File: src/irs_defs.vh
// irs_defs.vh: offsets, field positions, a lock mask and reset values for the repeated-start sequencer
// assumes a 32-bit apb register bus; each register takes one aligned word
`ifndef IRS_DEFS_VH
`define IRS_DEFS_VH
`define IRS_OFF_BUF      8'h00
`define IRS_OFF_RELOAD   8'h04
`define IRS_OFF_MASKADR  8'h08
`define IRS_OFF_CTRL1    8'h0C
`define IRS_OFF_CTRL2    8'h10
`define IRS_OFF_STATUS   8'h14
`define IRS_OFF_IRQSTAT  8'h18
`define IRS_OFF_IRQMASK  8'h1C
`define IRS_CTRL1_WRITE_COLLISION_FLAG   7
`define IRS_CTRL2_REPEATED_START_REQUEST   1
`define IRS_CTRL2_LOWMSK 8'h1F
`define IRS_STAT_START   3
`define IRS_IRQ_DONE     0
`define IRS_IRQ_BCOL     1
`define IRS_IRQ_WRITE_COLLISION_FLAG     2
`define IRS_RST_RELOAD   8'h09
`define IRS_RST_BYTE     8'h00
`endif

File: src/irs_repeated_start.v
// irs_repeated_start.v: two-wire master repeated-start sequencer with apb registers and interrupt
// assumes pins are open drain, sampled through two flip-flops; bench resolves wire levels
// How it works
// - repeated start begins only when request bit 1 is set while idle
// - first step drives the clock pin low
// - clock seen low: load baud counter from reload bits 5:0 and count
// - data pin released high for one whole baud period
// - counter expired and data high: release clock pin
// - clock seen high: reload counter from reload bits 6:0 and count
// - both high one period, then data driven low one period, clock high
// - at end request bit clears, no reload, data stays low
// - start-detected status bit 3 sets on start condition at the pins
// - interrupt flag waits until the final baud period has expired
// - request written while another event is busy is ignored
// - collision if data sampled low when clock rises
// - collision if clock falls before device drives data low
// - buffer write during sequence sets write collision, buffer unchanged
// - low five control-two bits locked until sequence finishes
//
// The placing of the registers and the APB interface to the registers were left to the implementer.
`timescale 1ns/1ps
`default_nettype none
`include "irs_defs.vh"
module irs_repeated_start #(
  parameter CNT_W = 7
) (
  input  wire        clk_sys,
  input  wire        sys_rst,
  input  wire        psel,
  input  wire        penable,
  input  wire        pwrite,
  input  wire [7:0]  paddr,
  input  wire [31:0] pwdata,
  output reg  [31:0] prdata,
  output reg         pready,
  output reg         pslverr,
  input  wire        sclIn,
  output reg         sclOut,
  output reg         sclOe,
  input  wire        sdaIn,
  output reg         sdaOut,
  output reg         sdaOe,
  output reg         irq
);
  localparam S_IDLE = 6'h01;
  localparam S_SCLL = 6'h02;
  localparam S_REL  = 6'h04;
  localparam S_SCLH = 6'h08;
  localparam S_HIGH = 6'h10;
  localparam S_SDAL = 6'h20;

  reg [1:0]       sclSync_q;
  reg [1:0]       sdaSync_q;
  reg             sclPrev_q;
  reg             sdaPrev_q;
  reg [5:0]       state_q;
  reg [CNT_W-1:0] baud_q;
  reg             baudRun_q;
  reg [7:0]       buf_q;
  reg [7:0]       reload_q;
  reg [7:0]       maskAdr_q;
  reg [7:0]       ctrl1_q;
  reg [7:0]       ctrl2_q;
  reg             start_q;
  reg [2:0]       irqStat_q;
  reg [2:0]       irqMask_q;
  reg             holdLow_q;
  reg             sdaLow_q;

  wire sclS = sclSync_q[1];
  wire sdaS = sdaSync_q[1];
  wire busy = (state_q != S_IDLE);
  wire wrEn = psel & penable & pwrite;
  wire rdEn = psel & ~penable & ~pwrite;
  wire expire = baudRun_q & (baud_q == {CNT_W{1'b0}});
  wire startSeen = sclS & sdaPrev_q & ~sdaS & sclPrev_q;
  wire sclRise = sclS & ~sclPrev_q;
  wire sclFall = ~sclS & sclPrev_q;
  // the clock may be seen rising after the state has already moved on to waiting for it
  wire bcol = (((state_q == S_REL) | (state_q == S_SCLH)) & sclRise & ~sdaS)
            | (((state_q == S_SCLH) | (state_q == S_HIGH)) & sclFall);
  wire wcolEv = wrEn & (paddr == `IRS_OFF_BUF) & busy;
  wire rsReq = wrEn & (paddr == `IRS_OFF_CTRL2) & pwdata[`IRS_CTRL2_REPEATED_START_REQUEST] & ~busy;
  wire doneEv = (state_q == S_SDAL) & expire;
  wire [2:0] irqSet = {wcolEv, bcol, doneEv};
  wire [2:0] irqClr = (wrEn & (paddr == `IRS_OFF_IRQSTAT)) ? pwdata[2:0] : 3'h0;

  // two flops before any logic looks at the pins
  always @(posedge clk_sys or posedge sys_rst) begin
    if (sys_rst) begin
      sclSync_q <= 2'h3;
      sdaSync_q <= 2'h3;
      sclPrev_q <= 1'b1;
      sdaPrev_q <= 1'b1;
    end else begin
      sclSync_q <= {sclSync_q[0], sclIn};
      sdaSync_q <= {sdaSync_q[0], sdaIn};
      sclPrev_q <= sclS;
      sdaPrev_q <= sdaS;
    end
  end

  // next values of every register; the flops below only copy them
  reg [5:0]        state_d;
  reg [CNT_W-1:0]  baud_d;
  reg              baudRun_d;
  reg              holdLow_d;
  reg              sdaLow_d;
  reg [7:0]        buf_d;
  reg [7:0]        reload_d;
  reg [7:0]        maskAdr_d;
  reg [7:0]        ctrl1_d;
  reg [7:0]        ctrl2_d;
  reg              start_d;
  reg [2:0]        irqStat_d;
  reg [2:0]        irqMask_d;
  reg [31:0]       rdData_d;
  reg              sclOe_d;
  reg              sdaOe_d;
  reg              pready_d;
  reg              irq_d;
  // first period uses six reload bits, the later ones seven; widened on purpose
  wire [CNT_W-1:0] loadShort = {{(CNT_W-6){1'b0}}, reload_q[5:0]};
  wire [CNT_W-1:0] loadLong  = reload_q[CNT_W-1:0];

  // sequencer and baud counter
  always @* begin
    state_d   = state_q;
    baud_d    = baud_q;
    baudRun_d = baudRun_q;
    holdLow_d = holdLow_q;
    sdaLow_d  = sdaLow_q;
    if (baudRun_q && !expire)
      baud_d = baud_q - {{(CNT_W-1){1'b0}}, 1'b1};
    if (expire)
      baudRun_d = 1'b0;
    if (bcol) begin
      // a lost bus is left at once, both lines released
      state_d   = S_IDLE;
      baudRun_d = 1'b0;
      holdLow_d = 1'b0;
      sdaLow_d  = 1'b0;
    end else begin
      case (state_q)
        S_IDLE: begin
          if (rsReq) begin
            state_d   = S_SCLL;
            holdLow_d = 1'b1;
            sdaLow_d  = 1'b0;
          end
        end
        S_SCLL: begin
          if (!sclS) begin
            baud_d    = loadShort;
            baudRun_d = 1'b1;
            state_d   = S_REL;
          end
        end
        S_REL: begin
          // a data line held low by someone else keeps the clock low here
          if (expire && sdaS) begin
            holdLow_d = 1'b0;
            state_d   = S_SCLH;
          end
        end
        S_SCLH: begin
          if (sclS) begin
            baud_d    = loadLong;
            baudRun_d = 1'b1;
            state_d   = S_HIGH;
          end
        end
        S_HIGH: begin
          if (expire && sclS && sdaS) begin
            sdaLow_d  = 1'b1;
            baud_d    = loadLong;
            baudRun_d = 1'b1;
            state_d   = S_SDAL;
          end
        end
        S_SDAL: begin
          if (expire)
            state_d = S_IDLE;
        end
        default: state_d = S_IDLE;
      endcase
    end
  end

  always @(posedge clk_sys or posedge sys_rst) begin
    if (sys_rst) begin
      state_q   <= S_IDLE;
      baud_q    <= {CNT_W{1'b0}};
      baudRun_q <= 1'b0;
      holdLow_q <= 1'b0;
      sdaLow_q  <= 1'b0;
    end else begin
      state_q   <= state_d;
      baud_q    <= baud_d;
      baudRun_q <= baudRun_d;
      holdLow_q <= holdLow_d;
      sdaLow_q  <= sdaLow_d;
    end
  end

  // output next values; every output leaves the block from a flop
  always @* begin
    sclOe_d  = holdLow_q;
    sdaOe_d  = sdaLow_q;
    // pready rises in the access cycle, so the slave never adds wait states
    pready_d = psel & ~penable;
    irq_d    = |(irqStat_q & irqMask_q);
  end

  // pin drivers: open drain, only ever pull low
  always @(posedge clk_sys or posedge sys_rst) begin
    if (sys_rst) begin
      sclOut <= 1'b1;
      sclOe  <= 1'b0;
      sdaOut <= 1'b1;
      sdaOe  <= 1'b0;
    end else begin
      sclOut <= 1'b0;
      sclOe  <= sclOe_d;
      sdaOut <= 1'b0;
      sdaOe  <= sdaOe_d;
    end
  end

  // registers
  always @* begin
    buf_d     = buf_q;
    reload_d  = reload_q;
    maskAdr_d = maskAdr_q;
    ctrl1_d   = ctrl1_q;
    ctrl2_d   = ctrl2_q;
    start_d   = start_q;
    irqStat_d = irqStat_q;
    irqMask_d = irqMask_q;
    if (wrEn) begin
      case (paddr)
        `IRS_OFF_BUF: begin
          if (!busy)
            buf_d = pwdata[7:0];
        end
        `IRS_OFF_RELOAD: begin
          reload_d = pwdata[7:0];
        end
        `IRS_OFF_MASKADR: begin
          maskAdr_d = pwdata[7:0];
        end
        `IRS_OFF_CTRL1: begin
          ctrl1_d = pwdata[7:0];
        end
        `IRS_OFF_CTRL2: begin
          // no queued bus events: the low bits wait until the sequence is over
          if (busy)
            ctrl2_d = (ctrl2_q & `IRS_CTRL2_LOWMSK) | (pwdata[7:0] & ~`IRS_CTRL2_LOWMSK);
          else
            ctrl2_d = pwdata[7:0];
        end
        `IRS_OFF_IRQMASK: begin
          irqMask_d = pwdata[2:0];
        end
        default: ;
      endcase
    end
    if (doneEv || bcol)
      ctrl2_d[`IRS_CTRL2_REPEATED_START_REQUEST] = 1'b0;
    // set wins over the clear
    if (wcolEv)
      ctrl1_d[`IRS_CTRL1_WRITE_COLLISION_FLAG] = 1'b1;
    if (startSeen)
      start_d = 1'b1;
    else if (wrEn && paddr == `IRS_OFF_STATUS && !pwdata[`IRS_STAT_START])
      start_d = 1'b0;
    irqStat_d = (irqStat_q & ~irqClr) | irqSet;
  end

  always @(posedge clk_sys or posedge sys_rst) begin
    if (sys_rst) begin
      buf_q     <= `IRS_RST_BYTE;
      reload_q  <= `IRS_RST_RELOAD;
      maskAdr_q <= `IRS_RST_BYTE;
      ctrl1_q   <= `IRS_RST_BYTE;
      ctrl2_q   <= `IRS_RST_BYTE;
      start_q   <= 1'b0;
      irqStat_q <= 3'h0;
      irqMask_q <= 3'h0;
    end else begin
      buf_q     <= buf_d;
      reload_q  <= reload_d;
      maskAdr_q <= maskAdr_d;
      ctrl1_q   <= ctrl1_d;
      ctrl2_q   <= ctrl2_d;
      start_q   <= start_d;
      irqStat_q <= irqStat_d;
      irqMask_q <= irqMask_d;
    end
  end

  // read data is chosen in the setup cycle so that it stands with pready
  always @* begin
    rdData_d = prdata;
    if (rdEn) begin
      case (paddr)
        `IRS_OFF_BUF:     rdData_d = {24'h0, buf_q};
        `IRS_OFF_RELOAD:  rdData_d = {24'h0, reload_q};
        `IRS_OFF_MASKADR: rdData_d = {24'h0, maskAdr_q};
        `IRS_OFF_CTRL1:   rdData_d = {24'h0, ctrl1_q};
        `IRS_OFF_CTRL2:   rdData_d = {24'h0, ctrl2_q};
        `IRS_OFF_STATUS:  rdData_d = {28'h0, start_q, 3'h0};
        `IRS_OFF_IRQSTAT: rdData_d = {29'h0, irqStat_q};
        `IRS_OFF_IRQMASK: rdData_d = {29'h0, irqMask_q};
        default:          rdData_d = 32'h0;
      endcase
    end
  end

  // apb: zero wait states, unmapped reads zero, never an error
  always @(posedge clk_sys or posedge sys_rst) begin
    if (sys_rst) begin
      prdata  <= 32'h0;
      pready  <= 1'b0;
      pslverr <= 1'b0;
      irq     <= 1'b0;
    end else begin
      prdata  <= rdData_d;
      pready  <= pready_d;
      pslverr <= 1'b0;
      irq     <= irq_d;
    end
  end
endmodule // irs_repeated_start
`default_nettype wire

File: config.mk
export PLATFORM = sky130hd
export DESIGN_NAME = irs_repeated_start
export DESIGN_NICKNAME = d
export VERILOG_FILES = /design/src/irs_repeated_start.v
export VERILOG_INCLUDE_DIRS = /design/src
export SDC_FILE = /design/constraint.sdc
export NUM_CORES = 1
export LEC_CHECK = 0
export BUFFER_PORTS_ARGS = -buffer_cell sky130_fd_sc_hd__buf_2
export CORE_ASPECT_RATIO = 1.75
export CORE_UTILIZATION = 43
export CTS_CLUSTER_SIZE = 16
export DETAILED_ROUTE_END_ITERATION = 10
export MAX_ROUTING_LAYER = met4
export PLACE_DENSITY = 0.65
export SLEW_MARGIN = 20
export SYNTH_ARGS = -nofsm -noshare
export SYNTH_HDL_FRONTEND = slang
export SYNTH_SLANG_ARGS = --single-unit
File: constraint.sdc
create_clock -name clk_sys -period 4.8 [get_ports clk_sys]
set_input_delay 0.72 -clock clk_sys [delete_from_list [all_inputs] [get_ports clk_sys]]
set_output_delay 0.72 -clock clk_sys [all_outputs]
set_load 0.02 [all_outputs]
# --- Word level (Yosys, flattened, before mapping) ---
# Index checks and enable logic that the tools add are counted.
op_classes:
  add_sub_neg: 1
  n_mul: 0
  div_mod_pow: 0
  magnitude_cmp: 0
  eq_ne: 20
  n_shift: 0
  muxes: 39
  n_bitwise: 34
  n_reduce_logical: 30
op_table:
  columns: ["operator", "n"]
  rows:
  - ["$pmux W8 S8", 1]
  - ["$mux W6", 7]
  - ["$pmux W6 S6", 1]
  - ["$mux W7", 5]
  - ["$eq A8 B5 Y1 const B", 4]
  - ["$mux W8", 3]
  - ["$pmux W7 S3", 1]
  - ["$and A1 B1 Y1", 20]
  - ["$eq A8 B4 Y1 const B", 2]
  - ["$mux W1", 15]
  - ["$reduce_and A2 Y1", 7]
  - ["$ne A3 B3 Y1 const B", 4]
  - ["$reduce_bool A2 Y1", 5]
  - ["$reduce_and A3 Y1", 3]
  - ["$eq A8 B3 Y1 const B", 1]
  - ["$logic_not A8 Y1", 1]
  - ["$or A5 B8 Y8", 1]
  - ["$logic_not A7 Y1", 1]
  - ["$sub A7 B1 Y7 const B", 1]
  - ["$and A3 B3 Y3", 2]
  - ["$eq A6 B1 Y1 const B", 1]
  - ["$eq A6 B2 Y1 const B", 1]
  - ["$eq A6 B3 Y1 const B", 1]
  - ["$eq A6 B4 Y1 const B", 1]
  - ["18 further kinds", 35]
totals:
  regBits: 106
  latchBits: 0
  mem_bits_rw: 0
  romBits: 0
  elab_cells: 149
  n_memories: 0

# --- Logic depth before layout (Yosys ltp) ---
logic_depth:
  word_depth: 8
  mapped_depth: 8

# --- Worst setup path after synthesis ---
# OpenSTA, ideal clock, no wires.
synth_timing:
  kind: "input to register"
  start: "input port paddr[5]"
  end: "register buf_q[0]"
  setup_ns: 0.125
  t_arrival_ns: 2.244
  t_required_ns: 4.675
  setup_slack_ns: 2.431
  stages: 6
  path_buffers: 0
  cell_sequence: "nor3_1 > nand2b_1 > nor2_2 > nand2_1 > nor2_2 > mux2_2"
synth_via:
  elab_chain_len: 2
synth_lines:
  columns: ["item", "line_no", "text"]
  rows:
  - ["start, declared", "irs_repeated_start.v:32", "input wire [7:0] paddr,"]
  - ["$logic_not A8 Y1", "irs_repeated_start.v:241", "case (paddr)"]
  - ["$reduce_and A3 Y1 (no line)", null, null]
  - ["end signal, assigned", "irs_repeated_start.v:282", "buf_q <= `IRS_RST_BYTE;"]
  - ["end signal, assigned", "irs_repeated_start.v:291", "buf_q <= buf_d;"]
  - ["end, declared", "irs_repeated_start.v:59", "reg [7:0] buf_q;"]
# No other way between the ends.
# A chain may end at the register's enable or synchronous reset.

# --- Worst setup path after layout ---
layout_timing:
  start: "input port paddr[5]"
  end: "register buf_q[7]"
# Same word-level chain as after synthesis.

==> impl_results.html <==
<table>
<tr><th>Metric</th><th>Value</th></tr>
<tr><th colspan="2">Place</th></tr>
<tr><td>GPL Wtd Cong</td><td>0.941</td></tr>
<tr><td>Input/output buffers</td><td>36</td></tr>
<tr><td>DP HPWL</td><td>between 7000 and 8000 um</td></tr>
<tr><th colspan="2">Worst setup path</th></tr>
<tr><td>Register-to-register path setup slack</td><td>2210 ps</td></tr>
<tr><td>Reg2reg end</td><td>baud_q[4]</td></tr>
<tr><td>Total stage count of the critical path</td><td>7</td></tr>
<tr><td>Number of buffers and inverters on the critical path</td><td>1</td></tr>
<tr><td>Slowest cell on crit path</td><td>sky130_fd_sc_hd__nor3_1</td></tr>
<tr><td>Arrival time reported for the critical path endpoint</td><td>a little over 3000 ps</td></tr>
<tr><td>Data required time of the critical path</td><td>roughly 5000 ps</td></tr>
<tr><td>Cells on worst reg2reg path</td><td>6</td></tr>
<tr><td>Cell repeated most along the worst path</td><td>sky130_fd_sc_hd__nor2_2</td></tr>
<tr><td>Peak fanout along the critical path</td><td>9</td></tr>
<tr><td>Delay of the slowest critical-path stage</td><td>between 600 and 700 ps</td></tr>
<tr><td>Critical path type</td><td>in2reg</td></tr>
<tr><td>Critical path's top delay family</td><td>simple AND/OR/NAND/NOR gates</td></tr>
<tr><td>Reg-to-reg startpoint</td><td>baud_q[5]</td></tr>
<tr><td>Cell-by-cell trace of the critical path</td><td>buf_2 &gt; nor3_1 &gt; nand2b_1 &gt; nor2_2 &gt; nand2_1 &gt; nor2_2 &gt; mux2_2</td></tr>
<tr><td>Startpoint types</td><td>primary input</td></tr>
<tr><td>Crit end category</td><td>flip-flop</td></tr>
<tr><th colspan="2">Synthesis</th></tr>
<tr><td>Post-synth design cell area</td><td>approximately 4200 um^2</td></tr>
<tr><td>Cell type contributing the most total cell area after synthesis</td><td>sky130_fd_sc_hd__dfrtp_1</td></tr>
<tr><td>Fraction of registers with async set or reset after synthesis</td><td>1.00</td></tr>
<tr><td>Synth top area share</td><td>0.430</td></tr>
<tr><td>Yosys synthesis warning count</td><td>0</td></tr>
<tr><td>Post-synthesis xor/xnor area fraction</td><td>0.00836</td></tr>
<tr><td>Share of the synthesized area in compound gates (AO/OA/AOI/OAI)</td><td>0.157</td></tr>
<tr><td>Average instance area after synthesis</td><td>10.9 um^2</td></tr>
<tr><td>Top cell types by occurrence after synthesis</td><td>sky130_fd_sc_hd__dfrtp_1 (72), sky130_fd_sc_hd__mux2_2 (43), sky130_fd_sc_hd__nand2_1 (38)</td></tr>
<tr><td>Number of distinct standard cells referenced by the synthesized netlist</td><td>60</td></tr>
<tr><td>Flip-flop and latch count after synthesis</td><td>just over 80</td></tr>
<tr><td>Synth Area in Simple Gates</td><td>0.155</td></tr>
<tr><td>Number of synthesized flops with an enable pin</td><td>0</td></tr>
<tr><td>Leading cell types by total area after synthesis</td><td>sky130_fd_sc_hd__dfrtp_1 (43%), sky130_fd_sc_hd__mux2_2 (12%), sky130_fd_sc_hd__dfstp_2 (6.3%)</td></tr>
<tr><td>Sequential element share of the synthesized area</td><td>0.493</td></tr>
<tr><td>Syn Inst Count</td><td>around 390</td></tr>
<tr><td>Leading cell type by number of instances after synthesis</td><td>sky130_fd_sc_hd__dfrtp_1</td></tr>
<tr><td>Synthesized-area fraction occupied by adder cells</td><td>0.00299</td></tr>
<tr><td>Mux share of post-synthesis cell area</td><td>0.120</td></tr>
<tr><td>Largest family of logic cells by synthesized area</td><td>compound AO/OA/AOI/OAI gates</td></tr>
<tr><td>Main synth FF type</td><td>sky130_fd_sc_hd__dfrtp_1</td></tr>
<tr><th colspan="2">Pwr</th></tr>
<tr><td>Leakage dissipation</td><td>2.23 nW</td></tr>
<tr><td>Pwr dens</td><td>~320 nW/um^2</td></tr>
<tr><td>VDD IR max</td><td>between 200 and 300 uV</td></tr>
<tr><th colspan="2">Routing</th></tr>
<tr><td>Final routed wirelength across all metal layers</td><td>between 10000 and 15000 um</td></tr>
<tr><td>Starting DRT DRC Count</td><td>about 160</td></tr>
<tr><td>Final ANT Viol Nets</td><td>0</td></tr>
<tr><td>Remaining routing DRC violations</td><td>0</td></tr>
<tr><td>Via count</td><td>3177</td></tr>
<tr><td>Wire length per cell</td><td>18.3 um</td></tr>
<tr><td>Number of detailed-route iterations in the first pass</td><td>5</td></tr>
<tr><td>Via density per instance</td><td>a little under 6</td></tr>
<tr><th colspan="2">Timing</th></tr>
<tr><td>Relative slew slack</td><td>0.312</td></tr>
<tr><td>Fmax achieved</td><td>around 0.35 GHz</td></tr>
<tr><td>Fin Setup TNS</td><td>0 ps</td></tr>
<tr><td>Setup repair after global routing missed its margin</td><td>false</td></tr>
<tr><td>Worst hold slack</td><td>between 300 and 400 ps</td></tr>
<tr><td>Share of the cycle needed by the critical path after routing</td><td>0.594</td></tr>
<tr><td>Final hold violation count</td><td>0</td></tr>
<tr><td>Clk_skew</td><td>between 8 and 9 ps</td></tr>
<tr><td>Final setup vio count</td><td>0</td></tr>
<tr><td>Final worst path period need</td><td>between 2000 and 3000 ps</td></tr>
<tr><td>Slew of the pin with the lowest slew margin</td><td>~1000 ps</td></tr>
<tr><td>Final number of max-transition violations</td><td>0</td></tr>
<tr><th colspan="2">Final layout</th></tr>
<tr><td>Fraction of layout instances using a drive strength above 1</td><td>0.287</td></tr>
<tr><td>Layout overhead on the synthesized area</td><td>12.5%</td></tr>
<tr><td>Multi-input gate area</td><td>1960 um^2</td></tr>
<tr><td>Area taken by flip-flops and latches</td><td>roughly 2100 um^2</td></tr>
<tr><td>Layout Nets</td><td>roughly 470</td></tr>
<tr><td>Final antenna diode count</td><td>0</td></tr>
<tr><td>Final-layout fill cell count</td><td>841</td></tr>
<tr><th colspan="2">CTS</th></tr>
<tr><td>Number of clock buffers inserted by TritonCTS</td><td>9</td></tr>
<tr><td>Clock tree from TritonCTS</td><td>built</td></tr>
<tr><td>Clock tree root driver cell</td><td>sky130_fd_sc_hd__clkbuf_16</td></tr>
<tr><td>Number of buffers inserted for hold repair after clock tree synthesis</td><td>0</td></tr>
<tr><td>Clk sink count</td><td>82</td></tr>
<tr><td>Clock latency at the later pin of the worst-skew pair</td><td>340 ps</td></tr>
<tr><td>Count of instances resized after the clock tree is built</td><td>0</td></tr>
<tr><td>Bufs on Longest Clock Path</td><td>2</td></tr>
<tr><td># Post-CTS Setup Buffers</td><td>0</td></tr>
<tr><td>Clock transition at the register clock pins on the worst setup and hold paths after CTS</td><td>about 60 ps</td></tr>
<tr><td>H-tree level count</td><td>3</td></tr>
<tr><th colspan="2">Floorplan</th></tr>
<tr><td>Die Width</td><td>76.6 um</td></tr>
<tr><td>Top-Level Pins</td><td>between 80 and 90</td></tr>
<tr><td>Die Ht</td><td>between 100 and 150 um</td></tr>
<tr><td>Number of rows in the core area</td><td>47</td></tr>
<tr><td>Core area</td><td>around 9500 um^2</td></tr>
<tr><td>Total die area</td><td>slightly above 10000 um^2</td></tr>
<tr><td>Initial standard-cell utilization of the core</td><td>0.442</td></tr>
<tr><th colspan="2">Global routing</th></tr>
<tr><td>Number of global-route vias before repair</td><td>roughly 3200</td></tr>
<tr><td>Global route total overflow</td><td>0</td></tr>
<tr><td>Maximum number of pins on one net before global-route repair</td><td>47</td></tr>
<tr><td>Wire length of the first global-routing pass</td><td>16200 um</td></tr>
<tr><td>Antenna violations before repair</td><td>0</td></tr>
<tr><td>Global router's overall resource usage</td><td>0.217</td></tr>
<tr><th colspan="2">Run status</th></tr>
<tr><td>Status</td><td>finished, final reports clean</td></tr>
<tr><th colspan="2">Min path</th></tr>
<tr><td>Worst min path class</td><td>reg2reg</td></tr>
<tr><td>Hold Path Origin</td><td>sdaSync_q[0]</td></tr>
<tr><td>Destination of the worst hold path</td><td>sdaSync_q[1]</td></tr>
<tr><td>Number of cells on the worst hold path</td><td>0</td></tr>
<tr><th colspan="2">Run</th></tr>
<tr><td>Max cap viols</td><td>0</td></tr>
</table>
-- worst register-to-register path, cell delays in order (launching register included) --
cell and delay (ps):
sky130_fd_sc_hd__dfrtp_1 420, sky130_fd_sc_hd__nor4_2 530, sky130_fd_sc_hd__nand3_1 230, sky130_fd_sc_hd__a221oi_1 630, sky130_fd_sc_hd__a31o_4 310, sky130_fd_sc_hd__nand3_1 90, sky130_fd_sc_hd__a32oi_1 270
-- area by class of cell --
cell class,instances,area share
Clock buffer,11,0.0515
Clock inverter,5,0.0167
Inverter,8,0.00664
Multi-Input combinational cell,286,0.415
Sequential cell,82,0.438
Tap cell,122,0.0324
Timing Repair Buffer,37,0.0398
-- cell usage in the layout, fill, tap and decap left out, types with 3 or more instances in the layout --
master | Yosys | layout
sky130_fd_sc_hd__dfstp_2 | 10 | 10
sky130_fd_sc_hd__xnor2_1 | 3 | 3
sky130_fd_sc_hd__nor4_1 | 4 | 4
sky130_fd_sc_hd__nor2_1 | 17 | 17
sky130_fd_sc_hd__dfrtp_1 | 72 | 72
sky130_fd_sc_hd__inv_1 | 8 | 7
sky130_fd_sc_hd__a22oi_1 | 13 | 13
sky130_fd_sc_hd__nand3b_1 | 7 | 7
sky130_fd_sc_hd__nand3_1 | 15 | 15
sky130_fd_sc_hd__nor3_1 | 8 | 8
sky130_fd_sc_hd__o31ai_1 | 4 | 4
sky130_fd_sc_hd__a222oi_1 | 6 | 6
sky130_fd_sc_hd__a32o_1 | 4 | 4
sky130_fd_sc_hd__buf_2 | 3 | 36
sky130_fd_sc_hd__conb_1 | 1 | 26
sky130_fd_sc_hd__clkinv_2 | 0 | 3
sky130_fd_sc_hd__nand2_1 | 38 | 38
sky130_fd_sc_hd__nand2b_1 | 6 | 6
sky130_fd_sc_hd__o21ai_0 | 12 | 12
sky130_fd_sc_hd__clkbuf_16 | 0 | 9
sky130_fd_sc_hd__a211oi_1 | 4 | 4
sky130_fd_sc_hd__mux2_2 | 43 | 43
sky130_fd_sc_hd__and2_1 | 3 | 3
sky130_fd_sc_hd__a21oi_1 | 12 | 12
sky130_fd_sc_hd__a21o_1 | 4 | 4
sky130_fd_sc_hd__and3_1 | 6 | 6
sky130_fd_sc_hd__a22o_1 | 6 | 6
sky130_fd_sc_hd__nor2b_1 | 3 | 3
-- worst max path at each step --
stage	from	end	slack, ps
2_1_floorplan	sys_rst	baudRun_q	1990
3_3_place_gp	paddr[5]	buf_q[7]	1650
3_5_place_dp	paddr[5]	buf_q[7]	1630
4_1_cts	paddr[5]	buf_q[7]	1920
5_1_grt	paddr[5]	buf_q[7]	1800
6_report	paddr[5]	buf_q[7]	1950
-- layer usage --
metal | routed length (um) | global-route usage
met2 | 5630 | 0.392
met3 | 295 | 0.0352
met1 | 3660 | 0.214
met4 | 473 | 0.132
met5 | 0 | -
-- per-stage QoR --
step | util | instance area (um^2) | std cells | worst slack [ps] | power [W]
2_1_floorplan | - | 4280 | 411 | 1990 | 0.000788
3_3_place_gp | 0.464 | 4390 | 535 | 1650 | 0.000799
3_5_place_dp | 0.464 | 4390 | 535 | 1630 | 0.000801
4_1_cts | 0.498 | 4710 | 551 | 1920 | 0.00154
5_1_grt | 0.498 | 4710 | 551 | 1800 | 0.00157
6_report | 0.498 | 4710 | 551 | 1950 | 0.00153
-- cells by family after synthesis --
| family | after synthesis |
|---|---|
| buffers and inverters | 43 |
| multiplexers | 45 |
| other | 1 |
| AND/OR/NAND/NOR | 122 |
| AO/OA/AOI/OAI | 88 |
| XOR/XNOR | 4 |
| adder cells (fa/ha/maj) | 1 |
| flip-flops | 82 |
-- sequential cells by signal (all words and copies together) (netlist names), 2 cells and up --
register   flops
buf_q          8
irqStat_q      3
baud_q         7
ctrl2_q        8
sclSync_q      2
sdaSync_q      2
ctrl1_q        8
prdata         8
state_q        6
irqMask_q      3
reload_q       8
maskAdr_q      8
-- where the power goes --
| group | internal, W | switching, W |
|---|---|---|
| clock network | 0.000469 | 0.000268 |
| logic | 0.0000189 | 0.0000576 |
| registers | 0.000704 | 0.00000812 |
(Power assumes the default switching activity.)
